File: src/common/atb_params.svh
`ifndef ATB_PARAMS_SVH
`define ATB_PARAMS_SVH
// ----------------------------------------
// Register addresses
// ----------------------------------------
`define ATB_ADDR_TEST_SIG   8'h02
`define ATB_ADDR_REF_BIAS   8'h03
`define ATB_ADDR_LEAD_OFF   8'h04
// ----------------------------------------
// Reset values
// ----------------------------------------
`define ATB_RST_TEST_SIG    8'hC0
`define ATB_RST_REF_BIAS    8'h60
`define ATB_RST_LEAD_OFF    8'h00
// ----------------------------------------
// Field positions
// ----------------------------------------
`define ATB_TS_INTERNAL_BIT 4
`define ATB_TS_AMP_BIT      2
`define ATB_RB_STATUS_BIT   0
`define ATB_LO_ZERO_BIT     4
// Rate divider exponents, in device clocks
`define ATB_RATE_EXP_SLOW   21
`define ATB_RATE_EXP_FAST   20
`endif

File: src/common/atb_pkg.sv
package atb_pkg;
    // Test rate codes
    typedef enum logic [1:0] {
        ATB_RATE_SLOW   = 2'h0,
        ATB_RATE_FAST   = 2'h1,
        ATB_RATE_UNUSED = 2'h2,
        ATB_RATE_DC     = 2'h3
    } atb_rate_e;

    // Register access request
    typedef struct packed {
        logic       wr_en;
        logic [7:0] addr;
        logic [7:0] wdata;
    } atb_req_s;

    // Decoded controls toward the analog side
    typedef struct packed {
        logic       test_internal;
        logic       test_amplitude_double;
        logic       test_pulse;
        logic       test_dc;
        logic       reference_buffer_enable;
        logic       bias_measure_route;
        logic       bias_reference_internal;
        logic       bias_buffer_enable;
        logic       bias_sense_enable;
        logic [2:0] comparator_threshold;
        logic [1:0] lead_off_current_select;
        logic [1:0] lead_off_frequency_select;
    } atb_ctrl_s;
endpackage

File: src/rtl/atb_config_regs.sv
`timescale 1ns/100ps
`include "atb_params.svh"
module atb_config_regs #(
    parameter int RATE_EXP_SLOW = `ATB_RATE_EXP_SLOW,
    parameter int RATE_EXP_FAST = `ATB_RATE_EXP_FAST
) (
    input  wire logic              mclk,
    input  wire logic              resetn,
    input  wire atb_pkg::atb_req_s req,
    input  wire logic              bias_lead_off,
    input  wire logic [2:0]        chan_mux_sel,
    output logic [7:0]             rdata,
    output atb_pkg::atb_ctrl_s     ctrl,
    output logic                   bias_route_hit
);
    import atb_pkg::*;

    // ----------------------------------------
    // Reset release
    // ----------------------------------------
    logic       rst_meta;
    logic       rst_sync_n;
    logic [7:0] test_signal_config;
    logic [7:0] reference_bias_config;
    logic [7:0] lead_off_control;
    logic [RATE_EXP_SLOW-1:0] rate_cnt;
    logic       bias_stat;
    logic       pulse_level;

    // Two stages so release is clean against mclk
    always_ff @(posedge mclk or negedge resetn) begin
        if (!resetn) begin
            rst_meta   <= 1'b0;
            rst_sync_n <= 1'b0;
        end else begin
            rst_meta   <= 1'b1;
            rst_sync_n <= rst_meta;
        end
    end

    // ----------------------------------------
    // Register storage
    // ----------------------------------------
    // Host is trusted to keep fixed bits; stored as written
    always_ff @(posedge mclk or negedge rst_sync_n) begin
        if (!rst_sync_n) begin
            test_signal_config <= `ATB_RST_TEST_SIG;
        end else if (req.wr_en && req.addr == `ATB_ADDR_TEST_SIG) begin
            test_signal_config <= req.wdata;
        end
    end

    // Status bit never stored from write data
    always_ff @(posedge mclk or negedge rst_sync_n) begin
        if (!rst_sync_n) begin
            reference_bias_config <= `ATB_RST_REF_BIAS;
        end else if (req.wr_en && req.addr == `ATB_ADDR_REF_BIAS) begin
            reference_bias_config <= {req.wdata[7:1], 1'b0};
        end
    end

    // Bit 4 forced to zero regardless of write data
    always_ff @(posedge mclk or negedge rst_sync_n) begin
        if (!rst_sync_n) begin
            lead_off_control <= `ATB_RST_LEAD_OFF;
        end else if (req.wr_en && req.addr == `ATB_ADDR_LEAD_OFF) begin
            lead_off_control <= {req.wdata[7:5], 1'b0,
                                 req.wdata[3:0]};
        end
    end

    // Lead-off status sampled each clock
    always_ff @(posedge mclk or negedge rst_sync_n) begin
        if (!rst_sync_n) begin
            bias_stat <= 1'b0;
        end else begin
            bias_stat <= bias_lead_off;
        end
    end

    // ----------------------------------------
    // Test rate divider
    // ----------------------------------------
    // Free-running; the pulse is a square wave at the slow or fast rate, high for DC, low for the unused code
    always_ff @(posedge mclk or negedge rst_sync_n) begin
        if (!rst_sync_n) begin
            rate_cnt <= '0;
        end else begin
            rate_cnt <= rate_cnt + 1'b1;
        end
    end

    // Square wave: top bit of a 2^N count toggles once per 2^(N-1)
    always_comb begin
        case (atb_rate_e'(test_signal_config[1:0]))
            ATB_RATE_SLOW: pulse_level = rate_cnt[RATE_EXP_SLOW-1];
            ATB_RATE_FAST: pulse_level = rate_cnt[RATE_EXP_FAST-1];
            ATB_RATE_DC:   pulse_level = 1'b1;
            default:       pulse_level = 1'b0; // Unused code held low
        endcase
    end

    // ----------------------------------------
    // Read path
    // ----------------------------------------
    function automatic logic [7:0] read_mux(input logic [7:0] a);
        case (a)
            `ATB_ADDR_TEST_SIG: read_mux = test_signal_config;
            `ATB_ADDR_REF_BIAS: read_mux = {reference_bias_config[7:1],
                                            bias_stat};
            `ATB_ADDR_LEAD_OFF: read_mux = lead_off_control;
            default:            read_mux = 8'h00;
        endcase
    endfunction

    // Registered read data, one cycle after address
    always_ff @(posedge mclk or negedge rst_sync_n) begin
        if (!rst_sync_n) begin
            rdata <= 8'h00;
        end else begin
            rdata <= read_mux(req.addr);
        end
    end

    // ----------------------------------------
    // Control outputs
    // ----------------------------------------
    // Registered so every output comes straight from a flop
    always_ff @(posedge mclk or negedge rst_sync_n) begin
        if (!rst_sync_n) begin
            ctrl           <= '0;
            bias_route_hit <= 1'b0;
        end else begin
            ctrl.test_internal <=
                test_signal_config[`ATB_TS_INTERNAL_BIT];
            ctrl.test_amplitude_double <=
                test_signal_config[`ATB_TS_AMP_BIT];
            ctrl.test_pulse <= pulse_level;
            ctrl.test_dc <=
                (test_signal_config[1:0] == ATB_RATE_DC);
            ctrl.reference_buffer_enable <=
                reference_bias_config[7];
            ctrl.bias_measure_route <= reference_bias_config[4];
            ctrl.bias_reference_internal <=
                reference_bias_config[3];
            ctrl.bias_buffer_enable <= reference_bias_config[2];
            ctrl.bias_sense_enable <= reference_bias_config[1];
            ctrl.comparator_threshold <= lead_off_control[7:5];
            ctrl.lead_off_current_select <= lead_off_control[3:2];
            ctrl.lead_off_frequency_select <= lead_off_control[1:0];
            // Path stays open unless enabled and mux selects 010
            bias_route_hit <= reference_bias_config[4] &&
                              (chan_mux_sel == 3'h2);
        end
    end
endmodule // atb_config_regs

File: config.mk
export PLATFORM = sky130hd
export DESIGN_NAME = atb_config_regs
export DESIGN_NICKNAME = d
export VERILOG_FILES = /design/src/common/atb_pkg.sv /design/src/rtl/atb_config_regs.sv
export VERILOG_INCLUDE_DIRS = /design/src /design/src/common
export SDC_FILE = /design/constraint.sdc
export NUM_CORES = 1
export LEC_CHECK = 0
export CORE_ASPECT_RATIO = 1.2
export CORE_UTILIZATION = 40
export CTS_CLUSTER_SIZE = 25
export DETAILED_ROUTE_END_ITERATION = 6
export DONT_BUFFER_PORTS = 1
export PLACE_DENSITY = 0.6
export SLEW_MARGIN = 20
export SYNTH_ARGS = -nofsm -noshare
export SYNTH_HDL_FRONTEND = slang
export SYNTH_SLANG_ARGS = --single-unit
File: constraint.sdc
create_clock -name mclk -period 4.7 [get_ports mclk]
set_input_delay 0.705 -clock mclk [delete_from_list [all_inputs] [get_ports mclk]]
set_output_delay 0.705 -clock mclk [all_outputs]
set_load 0.05 [all_outputs]
==> out/results.env <==
WORST_SLEW_MARGIN_REL_PCT=43.51
CTS_RESIZED=0
GRT.TOTAL_USAGE_PCT=13.96
CELLPOWERDENSITY_nW_PER_UM2=390.3
MUXSHAREOFSYNTHAREA_PCT=12.08
SETUP-TNS-FINAL_NS=0
HOLD_VIOLATION_TOTAL_FROM_THE_FINAL_REPORT=0
WIRE_LENGTH_OF_THE_FIRST_GLOBAL_ROUTING_PASS_MM=7.452
TIMING.FINAL.SETUP_VIOLATIONS=0
SYNTH.NET_COUNT=221
H-TREE-DEPTH=3
SYNTH_FA_HA_AREA_SHARE_PCT=0.4591
DRIVE_GT1_SHARE_PCT=23.70
WORST_PIN_SLEW_NS=0.8473
TIMING_MAX_TRANSITION_VIOLATIONS_FINAL=0
POWER.LEAKAGE_nW=1.447
POSTSYNTHREGISTERBITS=71
DIE_OUTLINE_AREA_UM2=7148
SYNTH.LARGEST_AREA_CELL='dfrtp_1'
POST-CTS-SETUP-BUFFER-COUNT=0
HOLD_WC_PATH_TYPE='in2async'
POSTCTSHOLDBUFS=0
CRIT_PATH_MAX_FANOUT=8
CTS-BUFFERS-INSERTED=9
RUN_STATUS='complete, no violations'
SYNTH_XOR_XNOR_AREA_SHARE_PCT=6.107
WORSTSETUPENDPOINT='test_signal_config[0]'
TIMING.CLOCK.SKEW_NS=0.006482
SYNTH-COMPOUND-AREA-SHARE_PCT=1.607
INITIAL_CORE_UTIL_PCT=42.01
CORE_AREA_UM2=6486
DP_HPWL_MM=2.999
POST-ROUTE-PERIOD-UTIL_PCT=37.21
CRITPATHREQUIREDTIME_NS=4.92
FLOORPLAN.DIE.HEIGHT_UM=92.42
UTILIZATION_PCT=46.64
WL_FINAL_MM=4.434
MAXIMUM_NUMBER_OF_PINS_ON_ONE_NET_BEFORE_GLOBAL_ROUTE_REPAIR=70
WIRE_PER_INST_UM=14.98
ROUTE.ANTENNA.REMAINING_NETS=0
YOSYS_WARNINGS=0
DETAILROUTE.VIA_COUNT=1464
DRC=0
DETAIL_ROUTE.VIAS_PER_CELL=4.946
ANTENNA_CELLS_INSERTED=0
IO_PINS=48
GRT_SETUP_UNREPAIRED='no'
MAX_CAP_VIOL_COUNT=0
AREA_OF_THE_MULTI_INPUT_GATES_UM2=918.4
TIMING.CRITICAL_PATH.ARRIVAL_NS=1.97
FF_LATCH_AREA_UM2=1783
CLOCK_TREE.ROOT_CELL='clkbuf_8'
PRECTSSETUPSLACK_NS=2.563
SEQ_AREA_FRAC_SYNTH_PCT=65.38
SYNTH_LARGEST_TYPE_AREA_FRACTION_PCT=61.52
SYNTH_AREA_PER_CELL_UM2=13.83
NETLIST_TOP_CELLS_AREA='dfrtp_1 (62%), mux2_2 (9.5%), dfstp_2 (3.9%)'
ROUTER_ITERATIONS_BEFORE_ANTENNA_REPAIR=4
PORT_BUFFERS=0
MAPPED_AREA_UM2=2725
CLK_PIN_SLEW_WORST_PATHS_NS=0.07
INSERTION_DELAY_NS=0.34
CLOCK_SINKS=71
TIMING.RR.START='rate_cnt[0]'
SYNTHESIZED_NETLIST_CELL_COUNT=197
WORST_R2R_ENDPOINT='rate_cnt[18]'
GP_CONGESTION=0.7182
CP-END-KIND='flip-flop'
SYNTH_TOP_FAMILY_BY_AREA='simple AND/OR/NAND/NOR gates'
SYNTHTOLAYOUTAREAGROWTH_PCT=11.02
CRITICAL_PATH_LAUNCH_POINT='req[15]'
VIAS_IN_THE_FIRST_GLOBAL_ROUTE=1488
STD_CELL_ROWS=32
CLOCK_TREE_FROM_TRITONCTS='built'
NETLIST-CELL-TYPE-COUNT=32
FIN_WS_NS=2.951
CLOCK.FMAX_MHz=571.7
RRSETUPSLACK_NS=3.10
CTS_BUFFER_DEPTH=2
AREA_FRACTION_IN_AND_OR_NAND_AND_NOR_CELLS_AFTER_SYNTHESIS_PCT=13.31
NUMBER_OF_ANTENNA_VIOLATIONS_AT_THE_FIRST_CHECK_IN_GLOBAL_ROUTING=0
CP-START-KIND='primary input'
GRT_REMAINING_OVERFLOW=0
CRIT_TYPE='in2reg'
FILL_CELLS=585
FIN_CRIT_NS=1.749
PEAKVDDDROP_V=0.0001627
R2R.WORST_PATH.CELLS=5
DRT-INITIAL-DRC-COUNT=58
FIN_NETS=230
CHIPWIDTH_UM=77.35
## worst max-delay path, cell delays in order
cell	delay (ns)
nor2_1	0.24
and4_1	0.28
and2b_1	0.37
mux2_2	0.38
## Yosys cell counts
master     n
nand3_2    1
and4_1     3
nor4_1     1
xor2_1     7
nor4bb_1   1
nor2b_1    1
mux2i_1    7
and3_1     4
xnor2_1   12
a32oi_1    1
nand2b_1   1
nand4_4    1
buf_2      2
nor3_4     1
nand4_1    4
nand2_1   11
o21ai_0    1
nor4_4     1
nand3_1    6
and2b_1    1
inv_1      1
nand2_2    1
buf_6      1
ha_1       1
nor2_1    20
and2_1     3
dfstp_2    4
mux2_2    23
a21oi_1    6
dfrtp_1   67
conb_1     1
nor3_1     2
## final cells by class
cell class                 instances  area share (%)
sequential                        71           58.93
multi-input combinational        122           30.36
clock buffer                      10           4.549
tap                               85           3.515
clock inverter                     6           2.275
timing repair buffer               1          0.2481
inverter                           1          0.1241
## registers in the layout, indices dropped and copies added, names as in the netlist
| signal | flops |
|---|---|
| rst_meta | 1 |
| rdata | 8 |
| bias_route_hit | 1 |
| test_signal_config | 8 |
| bias_stat | 1 |
| rst_sync_n | 1 |
| rate_cnt | 21 |
| ctrl | 16 |
| reference_bias_config | 7 |
| lead_off_control | 7 |
## kinds of logic after synthesis
family | Yosys count
mux | 30
compound gates | 8
other cells | 1
fa+ha+maj | 1
buf+inv | 4
xor+xnor | 19
simple gates | 63
flops | 71
## layer usage
metal	part of all wire [%]	wire [um]	global-route usage [%]	vias up
met3	6.5	287	5.616	9
met1	45	2002	17.58	718
met4	2.5	112	8.019	0
met2	46	2033	20.21	42
li1	-	-	-	695
met5	0	0	0	-
## power breakdown
part | switching (W) | internal [W]
sequential | 0.0000304 | 0.000628
clock | 0.000229 | 0.000262
combinational | 0.0000184 | 0.0000127
## worst min path at each step
stage / from / endpoint / slack [ns] / depth (start not counted)
after global routing: resetn / rst_sync_n / 0.03 / 0
after floorplan: rst_meta / rst_sync_n / 0.33 / 0
after detailed placement: rst_meta / rst_sync_n / 0.34 / 0
after CTS: resetn / rst_sync_n / 0.04 / 0
final: resetn / rst_sync_n / 0.05 / 0
after global placement: rst_meta / rst_sync_n / 0.34 / 0
## placed cells by master (no fill, tap or decap), types with 2 or more instances in the layout
| cell type | count |
|---|---|
| and2_1 | 3 |
| dfstp_2 | 4 |
| a21oi_1 | 6 |
| mux2i_1 | 7 |
| nand4_1 | 4 |
| and4_1 | 3 |
| xor2_1 | 7 |
| clkbuf_8 | 10 |
| mux2_2 | 23 |
| nor3_1 | 2 |
| clkinv_4 | 2 |
| and3_1 | 4 |
| nor2_1 | 20 |
| nand2_1 | 11 |
| xnor2_1 | 12 |
| nand3_1 | 6 |
| dfrtp_1 | 66 |
## through the flow
step / total power, W / instance area (um2) / instances / hold WS (ns)
2_1_floorplan: 0.0006950 / 2725 / 197 / 0.3312
3_3_place_gp: 0.0007020 / 2819 / 280 / 0.3356
3_5_place_dp: 0.0007032 / 2819 / 280 / 0.3402
4_1_cts: 0.001196 / 3025 / 296 / 0.03524
5_1_grt: 0.001230 / 3025 / 296 / 0.02948
6_report: 0.001181 / 3025 / 296 / 0.05046
No activity file was read; power rests on OpenSTA's default activity.
